**src/inc/bsfl_pkg.sv**
```systemverilog
// Purpose: shared constants and carriers for the battery status flag logic
// Assumes: one gauge clock, synchronous active-high reset
// Notes: status word layout follows the smart battery status word convention
package bsfl_pkg;
	// command codes answered by this block
	localparam logic [7:0] CMD_STATUS = 8'h16;
	localparam logic [7:0] CMD_CYCLE = 8'h17;
	localparam logic [7:0] CMD_DCAP = 8'h18;
	// first block-sized code; codes below it carry one word
	localparam logic [7:0] CMD_BLOCK_FIRST = 8'h20;
	// last defined standard code and the one defined manufacturer code
	localparam logic [7:0] CMD_DEF_LAST = 8'h23;
	localparam logic [7:0] CMD_PACK = 8'h2f;
	localparam logic [5:0] WORD_BYTES = 6'h02;
	// error codes in the low nibble of the status word
	localparam logic [3:0] ERR_OK = 4'h0;
	localparam logic [3:0] ERR_BUSY = 4'h1;
	localparam logic [3:0] ERR_RESERVED = 4'h2;
	localparam logic [3:0] ERR_UNSUPPORTED = 4'h3;
	localparam logic [3:0] ERR_WRITE_TO_READONLY = 4'h4;
	localparam logic [3:0] ERR_OVER_UNDERFLOW = 4'h5;
	localparam logic [3:0] ERR_WRONG_BLOCK_SIZE = 4'h6;
	localparam logic [3:0] ERR_UNIDENTIFIED = 4'h7;
	// nonvolatile home of the cycle count word
	localparam logic [7:0] NV_CC_ADDR = 8'h0c;
	localparam logic [6:0] FD_CLEAR_PCT = 7'h14;
	localparam logic [15:0] ZERO16 = 16'h0000;
	localparam logic [15:0] CC_MAX = 16'hffff;
	localparam logic [15:0] CC_ONE = 16'h0001;
	typedef struct packed {
		logic [3:0] hi_rsvd;
		logic term_dsg;
		logic rsvd10;
		logic low_charge;
		logic low_time;
		logic initialized;
		logic discharging;
		logic fully_charged;
		logic fully_discharged;
		logic [3:0] err;
	} bsfl_status_t;
	typedef struct packed {
		logic cap_mode;
		logic [15:0] rem_i;
		logic [15:0] rem_p;
		logic [15:0] cap_thr;
		logic [15:0] tte_i;
		logic [15:0] tte_p;
		logic [15:0] att_i;
		logic [15:0] att_p;
		logic [15:0] time_thr;
		logic [15:0] volt;
		logic [15:0] term_volt;
		logic [15:0] cell_volt;
		logic [15:0] second_end_discharge_threshold;
		logic use_cell;
		logic cell_uv;
		logic signed [15:0] current;
		logic signed [15:0] ovld_cur;
		logic [6:0] rsoc;
		logic [6:0] fc_clr_pct;
		logic [6:0] low_pct;
		logic charging;
		logic load_ok;
		logic load_bad;
		logic chg_term;
		logic overchg;
		logic [15:0] dcap_i;
		logic [15:0] dcap_p;
		logic dsg_valid;
		logic [15:0] dsg_amt;
		logic [15:0] cc_thr;
		logic [15:0] cc_nv;
	} bsfl_gauge_t;
	typedef struct packed {
		logic valid;
		logic [7:0] code;
		logic write;
		logic [5:0] nbytes;
		logic impl;
		logic busy;
		logic ovf;
		logic fault;
	} bsfl_cmd_t;
endpackage

```
**src/rtl/bsfl_status.sv**
```systemverilog
// Purpose: battery status word, cycle count and design capacity read words
// Assumes: an SMBus slave front end hands over one decoded command per pulse
// Notes: every flag and the error code sit in one status register
module bsfl_status (
	input wire logic CLK, // gauge clock, 125 MHz
	input wire logic RESET, // synchronous, active high
	input wire bsfl_pkg::bsfl_gauge_t GAUGE, // gauge quantities and events
	input wire bsfl_pkg::bsfl_cmd_t CMD, // decoded command from bus front end
	output logic RD_VALID, // one-cycle read answer strobe
	output logic [15:0] RD_DATA, // read answer word
	output bsfl_pkg::bsfl_status_t STATUS, // live status word
	output logic [15:0] CYCLE_COUNT, // live cycle count
	output logic NV_WR_VALID, // one-cycle nonvolatile save strobe
	output logic [7:0] NV_WR_ADDR, // nonvolatile save location
	output logic [15:0] NV_WR_DATA // nonvolatile save word
);
	import bsfl_pkg::*;
	bsfl_status_t stat_q;
	bsfl_status_t stat_d;
	logic [15:0] rem_prev_q;
	logic [15:0] att_prev_q;
	logic [15:0] cthr_prev_q;
	logic [15:0] tthr_prev_q;
	logic rd_valid_q;
	logic [15:0] rd_data_q;
	logic [15:0] cc_q;

	// unit selection for the alarm quantities and the design capacity answer
	wire [15:0] rem = GAUGE.cap_mode ? GAUGE.rem_p : GAUGE.rem_i;
	wire [15:0] tte = GAUGE.cap_mode ? GAUGE.tte_p : GAUGE.tte_i;
	wire [15:0] att = GAUGE.cap_mode ? GAUGE.att_p : GAUGE.att_i;
	wire [15:0] dcap_sel = GAUGE.cap_mode ? GAUGE.dcap_p : GAUGE.dcap_i;

	wire td_set = (rem == ZERO16) || (GAUGE.volt <= GAUGE.term_volt) || GAUGE.cell_uv;
	wire td_clr = (GAUGE.volt > GAUGE.term_volt) && (rem != ZERO16) && !GAUGE.cell_uv;

	// a bare crossing is not enough to clear: the threshold must drop or charging lift it
	wire rca_set = rem < GAUGE.cap_thr;
	wire cthr_down = GAUGE.cap_thr < cthr_prev_q;
	wire rem_up = GAUGE.charging && (rem > rem_prev_q);
	wire rca_clr = (GAUGE.cap_thr < rem) && (cthr_down || rem_up);

	wire rta_set = tte < GAUGE.time_thr;
	wire tthr_down = GAUGE.time_thr < tthr_prev_q;
	wire att_up = GAUGE.charging && (att > att_prev_q);
	wire rta_clr = (GAUGE.time_thr < att) && (tthr_down || att_up);

	wire fc_set = GAUGE.chg_term || GAUGE.overchg;
	wire fc_clr = GAUGE.rsoc < GAUGE.fc_clr_pct;

	wire [15:0] edv_v = GAUGE.use_cell ? GAUGE.cell_volt : GAUGE.volt;
	wire edv_low = (edv_v < GAUGE.second_end_discharge_threshold) && (GAUGE.current < GAUGE.ovld_cur);
	wire fd_set = edv_low || (GAUGE.rsoc < GAUGE.low_pct);
	wire fd_clr = GAUGE.rsoc >= FD_CLEAR_PCT;

	// command decode
	wire is_ours = (CMD.code == CMD_STATUS) || (CMD.code == CMD_CYCLE) || (CMD.code == CMD_DCAP);
	wire is_defined = (CMD.code <= CMD_DEF_LAST) || (CMD.code == CMD_PACK);
	wire is_word = CMD.code < CMD_BLOCK_FIRST;
	wire bad_size = CMD.write && is_word && (CMD.nbytes != WORD_BYTES);
	wire rd_ours = CMD.valid && !CMD.write && is_ours && !CMD.busy;
	wire [3:0] err_new =
		CMD.busy ? ERR_BUSY :
		!is_defined ? ERR_RESERVED :
		(!is_ours && !CMD.impl) ? ERR_UNSUPPORTED :
		(CMD.write && is_ours) ? ERR_WRITE_TO_READONLY :
		bad_size ? ERR_WRONG_BLOCK_SIZE :
		CMD.ovf ? ERR_OVER_UNDERFLOW :
		CMD.fault ? ERR_UNIDENTIFIED :
		ERR_OK;
	wire [15:0] rd_word =
		(CMD.code == CMD_STATUS) ? stat_q :
		(CMD.code == CMD_CYCLE) ? cc_q :
		dcap_sel;

	// next flag state; hardware set wins over a same-cycle clear
	always_comb begin
		stat_d = stat_q;
		stat_d.hi_rsvd = 4'h0;
		stat_d.rsvd10 = 1'b0;
		if (td_set)
			stat_d.term_dsg = 1'b1;
		else if (td_clr)
			stat_d.term_dsg = 1'b0;
		if (rca_set)
			stat_d.low_charge = 1'b1;
		else if (rca_clr)
			stat_d.low_charge = 1'b0;
		if (rta_set)
			stat_d.low_time = 1'b1;
		else if (rta_clr)
			stat_d.low_time = 1'b0;
		if (GAUGE.load_ok)
			stat_d.initialized = 1'b1;
		else if (GAUGE.load_bad)
			stat_d.initialized = 1'b0;
		stat_d.discharging = !GAUGE.charging;
		if (fc_set)
			stat_d.fully_charged = 1'b1;
		else if (fc_clr)
			stat_d.fully_charged = 1'b0;
		if (fd_set)
			stat_d.fully_discharged = 1'b1;
		else if (fd_clr)
			stat_d.fully_discharged = 1'b0;
		// the read takes the old word; only the error field follows the command
		if (CMD.valid)
			stat_d.err = err_new;
	end

	always_ff @(posedge CLK) begin
		if (RESET) begin
			stat_q <= '0;
			rem_prev_q <= ZERO16;
			att_prev_q <= ZERO16;
			cthr_prev_q <= ZERO16;
			tthr_prev_q <= ZERO16;
		end else begin
			stat_q <= stat_d;
			rem_prev_q <= rem;
			att_prev_q <= att;
			cthr_prev_q <= GAUGE.cap_thr;
			tthr_prev_q <= GAUGE.time_thr;
		end
	end

	always_ff @(posedge CLK) begin
		if (RESET) begin
			rd_valid_q <= 1'b0;
			rd_data_q <= ZERO16;
		end else begin
			rd_valid_q <= rd_ours;
			if (rd_ours)
				rd_data_q <= rd_word;
		end
	end

	bsfl_cycle_ctr u_cycle (
		.clk(CLK),
		.reset(RESET),
		.load(GAUGE.load_ok),
		.load_val(GAUGE.cc_nv),
		.dsg_valid(GAUGE.dsg_valid),
		.dsg_amt(GAUGE.dsg_amt),
		.thr(GAUGE.cc_thr),
		.count_q(cc_q),
		.nv_wr_q(NV_WR_VALID),
		.nv_addr_q(NV_WR_ADDR),
		.nv_data_q(NV_WR_DATA)
	);

	assign RD_VALID = rd_valid_q;
	assign RD_DATA = rd_data_q;
	assign STATUS = stat_q;
	assign CYCLE_COUNT = cc_q;
endmodule

```
**src/rtl/bsfl_cycle_ctr.sv**
```systemverilog
// Purpose: cycle counter driven by discharged charge, with nonvolatile save
// Assumes: dsg_amt is charge removed since the previous dsg_valid pulse
// Notes: a zero threshold stops counting instead of counting every pulse
module bsfl_cycle_ctr (
	input wire logic clk, // gauge clock
	input wire logic reset, // synchronous, active high
	input wire logic load, // preset count from nonvolatile copy
	input wire logic [15:0] load_val, // nonvolatile count
	input wire logic dsg_valid, // discharged charge sample
	input wire logic [15:0] dsg_amt, // charge in this sample
	input wire logic [15:0] thr, // charge per cycle
	output logic [15:0] count_q, // saturating cycle count
	output logic nv_wr_q, // one-cycle save strobe
	output logic [7:0] nv_addr_q, // save location
	output logic [15:0] nv_data_q // saved count
);
	import bsfl_pkg::*;
	logic [16:0] acc_q;
	logic [16:0] acc_sum;
	logic [16:0] acc_d;
	logic [15:0] count_d;
	logic step;
	logic upd;
	logic run;
	assign run = dsg_valid && (thr != ZERO16);
	assign acc_sum = acc_q + {1'b0, dsg_amt};
	assign step = run && (acc_sum >= {1'b0, thr});
	assign acc_d = step ? acc_sum - {1'b0, thr} : (run ? acc_sum : acc_q);
	// hold at the top value: it means that many cycles or more
	assign count_d = (count_q == CC_MAX) ? CC_MAX : count_q + CC_ONE;
	assign upd = step && !load && (count_q != CC_MAX);
	always_ff @(posedge clk) begin
		if (reset) begin
			acc_q <= '0;
			count_q <= ZERO16;
			nv_wr_q <= 1'b0;
			nv_addr_q <= 8'h00;
			nv_data_q <= ZERO16;
		end else begin
			nv_wr_q <= upd;
			if (load) begin
				count_q <= load_val;
				acc_q <= '0;
			end else begin
				acc_q <= acc_d;
				if (step)
					count_q <= count_d;
			end
			if (upd) begin
				nv_addr_q <= NV_CC_ADDR;
				nv_data_q <= count_d;
			end
		end
	end
endmodule

```
**config.mk**
```make
export PLATFORM = sky130hd
export DESIGN_NAME = bsfl_status
export DESIGN_NICKNAME = d
export VERILOG_FILES = /design/src/inc/bsfl_pkg.sv /design/src/rtl/bsfl_status.sv /design/src/rtl/bsfl_cycle_ctr.sv
export SDC_FILE = /design/constraint.sdc
export NUM_CORES = 1
export LEC_CHECK = 0
export ABC_AREA = 0
export CORE_AREA = 2 2 166 168
export DETAILED_ROUTE_END_ITERATION = 10
export DIE_AREA = 0 0 168 170
export DONT_BUFFER_PORTS = 1
export PLACE_DENSITY_LB_ADDON = 0.12
export SLEW_MARGIN = 5
export SYNTH_ARGS = -nofsm -noshare
export SYNTH_HDL_FRONTEND = slang
export SYNTH_SLANG_ARGS = --single-unit
```
**constraint.sdc**
```tcl
create_clock -name CLK -period 6.1 [get_ports CLK]
set_input_delay 0.305 -clock CLK [delete_from_list [all_inputs] [get_ports CLK]]
set_output_delay 0.305 -clock CLK [all_outputs]
set_load 0.02 [all_outputs]
```
## Word-level counts from Yosys, hierarchy flattened

Index checks and enable logic that the tools add are counted.
W data, S select, Z words.

- $lt $le $gt $ge: 18
- Muxes and demuxes: 31
- Add/sub/neg operators: 3
- Equal/unequal tests: 7
- Reduce and logical (&&, ||, !) cells: 46

Operators by type and width:

| kind | number |
|---|---|
| $mux W16 | 10 |
| $lt A16 B16 Y1 | 8 |
| $gt A16 B16 Y1 | 3 |
| $mux W17 | 2 |
| $reduce_bool A16 Y1 | 2 |
| $eq A8 B5 Y1 const B | 3 |
| $mux W3 | 7 |
| $logic_and A1 B1 Y1 | 18 |
| $add A17 B16 Y17 | 1 |
| $ge A17 B16 Y1 | 1 |
| $sub A17 B16 Y17 | 1 |
| $add A16 B1 Y16 const B | 1 |
| $eq A16 B16 Y1 const B | 1 |
| $le A16 B16 Y1 | 1 |
| $logic_not A16 Y1 | 1 |
| $ne A16 B16 Y1 const B | 1 |
| $reduce_bool A2 Y1 | 8 |
| $lt A7 B7 Y1 | 2 |
| $mux W1 | 12 |
| $logic_or A1 B1 Y1 | 9 |
| $eq A8 B6 Y1 const B | 1 |
| $le A8 B6 Y1 const B | 1 |
| $lt A8 B6 Y1 const B | 1 |
| $ge A7 B5 Y1 const B | 1 |
| 3 further kinds | 9 |

- Word-level logic and storage cells: 126
- Flip-flop bits (word level): 148
- Output and inout port bits: 74
- Bits of input ports: 356

## Logic depth before layout (Yosys ltp)

Gate-level depths: netlist of the first run.

- Depth after elaboration: 8
- Mapped depth: 20
- Depth with buffers taken out: 18

## By module

A second synthesis of the first run with hierarchy kept.

- Cells, all modules: 1,494
- Area, all modules: 12,192.9 um^2

By module, submodules not included:

| module | seq. area each (um^2) | cells an instance | times used | area an instance (um^2) |
|---|---|---|---|---|
| bsfl_status | 1,821.7 | 989 | 1 | 8,139.1 |
| bsfl_cycle_ctr | 1,021.0 | 505 | 1 | 4,053.9 |

## Least setup slack after synthesis of the first run

Ideal clock, no wire load.

- Kind: input to register
- From: input GAUGE[32] (netlist bit)
- To: register u_cycle.count_q[12]
- Slack: 1.852 ns
- Setup time: 0.128 ns
- Required time: 5.972 ns
- Path buffers: 1
- Stages: 19
- Arrival: 4.120 ns
- Cells stage by stage: ha_1 > fa_1 > a211oi_2 > o21ai_1 > a41o_2 > nand3_1 > nand2_1 > mux2i_1 > nand3_1 > ha_1 > clkbuf_1 > a21oi_1 > o211ai_1 > a2111oi_2 > a211oi_1 > a211oi_4 > mux2_2 > mux2i_1 > nor2_1

- Word-level cells in the longest chain between the ends: 4

RTL lines:

| what | RTL line | text |
|---|---|---|
| from (decl) | bsfl_status.sv:7 | `input wire bsfl_pkg::bsfl_gauge_t GAUGE,` |
| $add A17 B16 Y17 | bsfl_cycle_ctr.sv:26 | `assign acc_sum = acc_q + {1'b0, dsg_amt};` |
| $ge A17 B16 Y1 | bsfl_cycle_ctr.sv:27 | `assign step = run && (acc_sum >= {1'b0, thr});` |
| $logic_and A1 B1 Y1 | bsfl_cycle_ctr.sv:27 |  |
| $reduce_bool A2 Y1 (no line) | n/a |  |
| to (signal assigned) | bsfl_cycle_ctr.sv:42 | `count_q <= load_val;` |
| to (signal assigned) | bsfl_cycle_ctr.sv:47 | `count_q <= count_d;` |
| to (decl) | bsfl_cycle_ctr.sv:12 | `output logic [15:0] count_q,` |

No other way between the ends.
A chain may end at the register's enable or synchronous reset.

## Worst setup path after layout of the first run

- From: register u_cycle.acc_q[0]
- To: register u_cycle.nv_data_q[12]

- Word-level cells in the longest chain between the ends: 5

RTL lines:

| what | RTL line | text |
|---|---|---|
| from (decl) | bsfl_cycle_ctr.sv:18 | `logic [16:0] acc_q;` |
| from (signal assigned) | bsfl_cycle_ctr.sv:34 | `acc_q <= '0;` |
| from (signal assigned) | bsfl_cycle_ctr.sv:43 | `acc_q <= '0;` |
| from (signal assigned) | bsfl_cycle_ctr.sv:45 | `acc_q <= acc_d;` |
| $add A17 B16 Y17 | bsfl_cycle_ctr.sv:26 |  |
| $ge A17 B16 Y1 | bsfl_cycle_ctr.sv:27 |  |
| $logic_and A1 B1 Y1 | bsfl_cycle_ctr.sv:27 |  |
| $logic_and A1 B1 Y1 (2 in a row) | bsfl_cycle_ctr.sv:31 | `assign upd = step && !load && (count_q != CC_MAX);` |
| to (signal assigned) | bsfl_cycle_ctr.sv:51 | `nv_data_q <= count_d;` |
| to (decl) | bsfl_cycle_ctr.sv:15 | `output logic [15:0] nv_data_q` |

No other way between the ends.

==> summary.md, run 1 <==
| Metric | Value |
|---|---|
| R2R setup slack | 0.85 ns |
| Crit path launch type | register |
| FFs w/ async S/R, synth | 0 |
| Slack of the critical path | 0.851 ns |
| CTS Buf Count | 17 |
| Flip-flop and latch count after synthesis | 142 |
| Initial Utilization | 0.458 |
| Critical path start-end classification | register to register |
| Die X | 168 um |
| Leakage power | 6.21 nW |
| Port Buffer Count | 0 |
| Syn Inst Count | 1499 |
| RSZ-0062 raised after global routing | no |
| Peak supply drop | 0.184 mV |
| DR WL/cell | 20.5 um |
| Fraction of layout cells with a size suffix above 1 | 0.0603 |
| Met2 Use GR | 0.432 |
| Initial antenna violation count | 6 |
| Top cell type's share of synthesized area | 0.233 |
| DIE AREA | 28600 um^2 |
| IO Count | 430 |
| Primary FF master, synth | dfxtp_1 |
| Crit-path max FO | 30 |
| First-pass GRT wire length | 57700 um |
| Tmin final | 5.25 ns |
| Status | complete, no violations |
| Drt drc | 0 |
| Placed Area | 12400 um^2 |
| Area contributors post-synth | dfxtp_1 23%, ha_1 20%, inv_1 6.0% |
| Vias per cell | 5.68 |
| Routed Antenna Nets | 0 |
| Nets | 2052 |
| CTS Hold Buffers Added | 31 |
| Library cells used by synthesis | 75 |
| Final period utilization | 0.861 |
| GR Util All Layers | 0.262 |
| Area of the core | 26700 um^2 |
| TritonCTS clock tree | built |
| Max-slew violation count | 0 |
| Pre-CTS setup slack | 0.879 ns |
| Most common cell after layout, fill and taps aside | ha_1 |
| CP arrival | 5.54 ns |
| Initial DRC count | 461 |
| Area grow syn2layout | 8.66% |
| Hold Crit Class | input pin to register |
| Final hold viol count | 0 |
| Power Density | 232 nW/um^2 |
| Clk slew on worst S/H paths | 0.07 ns |
| Routed wire length | 38000 um |
| Cts repair resizes | 0 |
| Maximum root-to-sink buffer count | 2 |
| Crit path launch | u_cycle.acc_q[0]$_SDFFE_PP0P_ |
| CTS Root Buffer Type | clkbuf_16 |
| Vias in the first global route | 10200 |
| GR met3 Demand/Resource | 0.0716 |
| Number of synthesized flops with an enable pin | 0 |
| Critical path data required time | 6.39 ns |
| Fmax achieved | 191 MHz |
| CTS Sinks | 142 |
| Die Ht | 170 um |
| Met1 Track Usage GR | 0.330 |
| Commonest non-fill, non-tap cells in the layout | 199 x ha_1, 196 x inv_1, 147 x nor2_1 |
| Remaining global-route overflow | 0 |
| Largest net degree at the start of global routing | 109 |
| CTS H-tree depth | 4 |
| Setup TNS | 0 ns |
| Post-CTS setup buffers | 0 |
| Max Cap Viol | 0 |
| Hold Startpoint | GAUGE[298] |
| Final setup violation count | 0 |
| Avg Cell Area, Syn | 8.14 um^2 |
| Netlist Area Pre-Place | 12200 um^2 |
| Final Cell Area | 13300 um^2 |
| Routability Congestion | 0.935 |
| CP Capture Type | register |
| Yosys warning total | 0 |
| Clock Latency Late Sink | 0.43 ns |
| Via count | 10500 |
| Rows | 60 |
| Gr busiest metal | met2 |
| R2r startpoint | u_cycle.acc_q[0]$_SDFFE_PP0P_ |
| Worst slew margin | 0.193 |
| Clock Skew | 0.0127 ns |
| Detailed Routing Iterations Pass 1 | 5 |
| Slew @ Worst Pin | 1.21 ns |
| Sequential-to-total area share from yosys stat | 0.233 |
| HPWL Detailed | 30500 um |
| Yosys top cell by area | dfxtp_1 |
## synth_stat cells (10+ instances only)
cell	n
ha_1	199
inv_1	196
nor2_1	148
dfxtp_1	142
a21oi_1	82
mux2i_1	68
o21ai_0	63
nand2_1	60
a211oi_1	52
a21o_1	50
clkbuf_1	37
mux2_2	33
nor2b_1	33
nand4_1	30
nor3_1	27
nand3_1	26
xnor2_1	26
o21a_1	21
a31oi_1	18
nor4_1	15
buf_2	13
buf_4	13
nand2b_1	13
o21ai_1	11
xor2_1	10
## registers in the layout, indices dropped and copies added, names as in the netlist
register	cells
cthr_prev_q	16
RD_DATA	16
u_cycle.acc_q	17
tthr_prev_q	16
STATUS	10
u_cycle.nv_wr_q	1
u_cycle.nv_addr_q	1
u_cycle.nv_data_q	16
att_prev_q	16
RD_VALID	1
u_cycle.count_q	16
rem_prev_q	16
## power by group
group / internal (mW) / switching, mW
logic: 0.428 / 0.556
clock network: 0.537 / 0.471
registers: 0.991 / 0.0974
## critical path, stage by stage, from the launching register on
cell and delay, ns:
dfxtp_1 0.31, ha_1 0.22, fa_1 0.44, a211oi_2 0.25, o21ai_1 0.13, a41o_2 0.36
nand3_1 0.10, nand2_1 0.09, mux2i_1 0.23, nand3_1 0.11, ha_1 0.45, nand4_1 0.13
nor3_1 0.25, a2111oi_2 0.10, a211oi_1 0.41, a211oi_4 0.19, nor3b_4 1.01, mux2i_1 0.28
nor2_1 0.05
## kinds of logic after synthesis
logic type | Yosys count | synth area share
mux | 101 | 0.0862
simple gates | 385 | 0.153
fa+ha+maj | 201 | 0.207
buf+inv | 265 | 0.0887
flops | 142 | 0.233
compound gates | 367 | 0.204
other cells | 1 | 0.000307
xor+xnor | 37 | 0.0272
## cell type report
| class | instances | area (um^2) |
|---|---|---|
| timing repair buffer | 35 | 358 |
| tap | 341 | 427 |
| sequential | 142 | 2840 |
| multi-input combinational | 1103 | 8330 |
| clock buffer | 18 | 429 |
| antenna | 5 | 12.5 |
| fill | 2624 | 13400 |
| inverter | 196 | 736 |
| clock inverter | 14 | 128 |
## stage by stage
stage                     cells  power [mW]  utilization  hold slack (ns)
after floorplan            1510        1.87            -            0.377
after global placement     1786        2.04        0.464            0.379
after detailed placement   1786        2.05        0.464            0.381
after CTS                  1849        3.10        0.497         0.000715
after global routing       1854        3.28        0.498           0.0121
final                      1854        3.08        0.498           0.0118
## per-layer routing
| layer | share of wire | routed length [um] |
|---|---|---|
| met2 | 0.46 | 17500 |
| met3 | 0.075 | 2850 |
| met4 | 0.027 | 1020 |
| met1 | 0.44 | 16700 |
| met5 | 0.00034 | 13 |
## path summary, 6_finish.rpt
kind,cells past startpoint,end
worst max register to register,18,u_cycle.nv_data_q[12]$_SDFFE_PP0P_
worst min register to register,2,u_cycle.acc_q[2]$_SDFFE_PP0P_
worst min-delay path,1,cthr_prev_q[13]$_SDFF_PP0_
worst max-delay path,18,u_cycle.nv_data_q[12]$_SDFFE_PP0P_
Power figures use the tool's default switching activity.
==> run 2: changes to the inputs <==
Settings changed: PLACE_DENSITY_LB_ADDON 0.12 to unset, SYNTH_HIERARCHICAL set to 1.
==> summary.md, run 2 <==
| Metric | Value |
|---|---|
| Max-slew violation count | 0 |
| Final period utilization | 0.875 |
| Hold Crit Depth | 2 |
| CTS Buf Count | 17 |
| Clk slew on worst S/H paths | 0.07 ns |
| R2R setup slack | 0.76 ns |
| Top cell type's share of synthesized area | 0.233 |
| CP arrival | 5.66 ns |
| Library cells used by synthesis | 74 |
| Peak supply drop | 0.166 mV |
| Area contributors post-synth | dfxtp_1 23%, ha_1 20%, inv_1 6.2% |
| Die X | 168 um |
| CTS H-tree depth | 4 |
| Hold Startpoint | GAUGE[208] |
| Power Density | 233 nW/um^2 |
| RSZ-0062 raised after global routing | no |
| Final hold viol count | 0 |
| Routed Antenna Nets | 0 |
| Avg Cell Area, Syn | 8.16 um^2 |
| Commonest non-fill, non-tap cells in the layout | 200 x inv_1, 199 x ha_1, 142 x dfxtp_1 |
| Area of the core | 26700 um^2 |
| Initial antenna violation count | 0 |
| Max Cap Viol | 0 |
| Initial Utilization | 0.458 |
| CTS Root Buffer Type | clkbuf_16 |
| Post-Place Cells | 1786 |
| Tmin final | 5.34 ns |
| Fmax achieved | 187 MHz |
| Yosys warning total | 6 |
| IO Count | 430 |
| Critical path start-end classification | register to register |
| Maximum root-to-sink buffer count | 2 |
| Cts repair resizes | 0 |
| Status | complete, no violations |
| Detailed Routing Iterations Pass 1 | 5 |
| Synth cell count leaders | 200 x inv_1, 199 x ha_1, 142 x dfxtp_1 |
| Port Buffer Count | 0 |
| Routed wire length | 35600 um |
| Post-CTS setup buffers | 0 |
| Primary FF master, synth | dfxtp_1 |
| Routability Congestion | 0.846 |
| Vias per cell | 5.70 |
| Netlist Area Pre-Place | 12200 um^2 |
| Flip-flop and latch count after synthesis | 142 |
| DIE AREA | 28600 um^2 |
| Critical path data required time | 6.43 ns |
| WHS Endpoint | tthr_prev_q[3]$_SDFF_PP0_ |
| Slew @ Worst Pin | 1.19 ns |
| Clock Latency Late Sink | 0.43 ns |
| Drt drc | 0 |
| Biggest register | u_cycle/acc_q |
| Max FFs per register | 17 |
| CP Capture Type | register |
| Hold Crit Class | input pin to register |
| Die Ht | 170 um |
| Nets | 2063 |
| Crit-path max FO | 42 |
| HPWL Detailed | 27800 um |
| # diodes | 0 |
| Final setup violation count | 0 |
| GR Util All Layers | 0.241 |
| Layout Utilization | 0.503 |
| Vias in the first global route | 10200 |
| CTS Hold Buffers Added | 42 |
| Worst slew margin | 0.204 |
| Syn Inst Count | 1494 |
| DR WL/cell | 19.1 um |
| Yosys top cell by area | dfxtp_1 |
| First-pass GRT wire length | 54500 um |
| Rows | 60 |
| Number of synthesized flops with an enable pin | 0 |
| CTS Sinks | 142 |
| Sequential-to-total area share from yosys stat | 0.233 |
| R2r startpoint | u_cycle/acc_q[0]$_SDFFE_PP0P_ |
| Setup TNS | 0 ns |
| Fraction of layout cells with a size suffix above 1 | 0.0678 |
| Reg-to-reg endpoint | u_cycle/count_q[2]$_SDFFE_PP0P_ |
| Area grow syn2layout | 9.89% |
| Initial DRC count | 614 |
| Reg2Reg Depth | 17 |
| Crit path launch type | register |
| Most common cell after layout, fill and taps aside | inv_1 |
| Clock Skew | 0.0124 ns |
| Post-Layout Cell Count | 1860 |
| Via count | 10600 |
| Largest net degree at the start of global routing | 104 |
| TritonCTS clock tree | built |
| Count leader, synth | inv_1 |
| Remaining global-route overflow | 0 |
| Leakage power | 6.23 nW |
| FFs w/ async S/R, synth | 0 |
## run 2: changes by cell type after synthesis, sizes merged, moves of 10 or more
cell	change
o21a	-10
a21o	-15
clkbuf	-10
a21oi	+51
nor2	-22
a211oi	-10
## run 2: layout make-up
class	count	area, um^2
clock inverter	15	196
timing repair buffer	47	475
multi-input combinational	1098	8280
inverter	200	751
sequential	142	2840
tap	341	427
clock buffer	17	425
fill	2639	13300
## run 2: worst max-delay path by stage
| stage | start | to | slack [ns] | cells past startpoint |
|---|---|---|---|---|
| final | u_cycle/acc_q[0]$_SDFFE_PP0P_ | u_cycle/count_q[2]$_SDFFE_PP0P_ | 0.76 | 17 |
| after global placement | GAUGE[32] | u_cycle/count_q[2]$_SDFFE_PP0P_ | 0.91 | 17 |
| after CTS | u_cycle/acc_q[0]$_SDFFE_PP0P_ | u_cycle/count_q[2]$_SDFFE_PP0P_ | 0.75 | 17 |
| after global routing | u_cycle/acc_q[0]$_SDFFE_PP0P_ | u_cycle/count_q[0]$_SDFFE_PP0P_ | 0.36 | 17 |
| after detailed placement | GAUGE[32] | u_cycle/count_q[2]$_SDFFE_PP0P_ | 0.79 | 17 |
| after floorplan | GAUGE[32] | u_cycle/acc_q[10]$_SDFFE_PP0P_ | 1.59 | 18 |
## run 2: layer usage
layer  global-route usage  wire, um  up-vias
li1                     -         -     5315
met1                0.295     15500     4910
met2                0.428     17400      331
met3               0.0486      1840       42
met4               0.0699       802        0
met5                    0         0        -
## run 2: kinds of logic (layout without fill, tap and decap cells)
| family | after synthesis | after routing | synth area share |
|---|---|---|---|
| compound gates | 371 | 371 | 0.199 |
| fa+ha+maj | 201 | 201 | 0.207 |
| mux | 101 | 101 | 0.0861 |
| other cells | 2 | 12 | 0.000616 |
| xor+xnor | 36 | 36 | 0.0259 |
| simple gates | 377 | 377 | 0.156 |
| buf+inv | 264 | 279 | 0.0915 |
| flops | 142 | 142 | 0.233 |
## run 2: stage by stage
| stage | instance area [um^2] | setup slack (ns) | total power [mW] | hold WS (ns) |
|---|---|---|---|---|
| floorplan | 12200 | 1.59 | 1.83 | 0.372 |
| global placement | 12300 | 0.906 | 1.97 | 0.373 |
| detailed placement | 12300 | 0.789 | 1.98 | 0.374 |
| CTS | 13400 | 0.751 | 3.15 | 0.000121 |
| global route | 13400 | 0.356 | 3.32 | 0.00311 |
| finish | 13400 | 0.764 | 3.12 | 0.0105 |
## run 2: critical path: stages (launching register included)
cell       delay, ns
dfxtp_1         0.31
ha_1            0.21
fa_1            0.43
a211o_1         0.35
a2111oi_4       0.45
o31ai_1         0.19
a21o_1          0.20
a21oi_1         0.16
xnor2_1         0.17
ha_1            0.32
a21oi_1         0.14
o21ai_0         0.15
or3_1           0.37
o21ai_0         0.29
o2bb2ai_1       0.34
a31oi_4         0.56
a21o_1          0.33
a32o_1          0.24
## run 2: report_power, final
group	switching (mW)	total (mW)	internal [mW]
clock network	0.481	1.11	0.628
registers	0.0898	1.08	0.990
logic	0.515	0.929	0.414
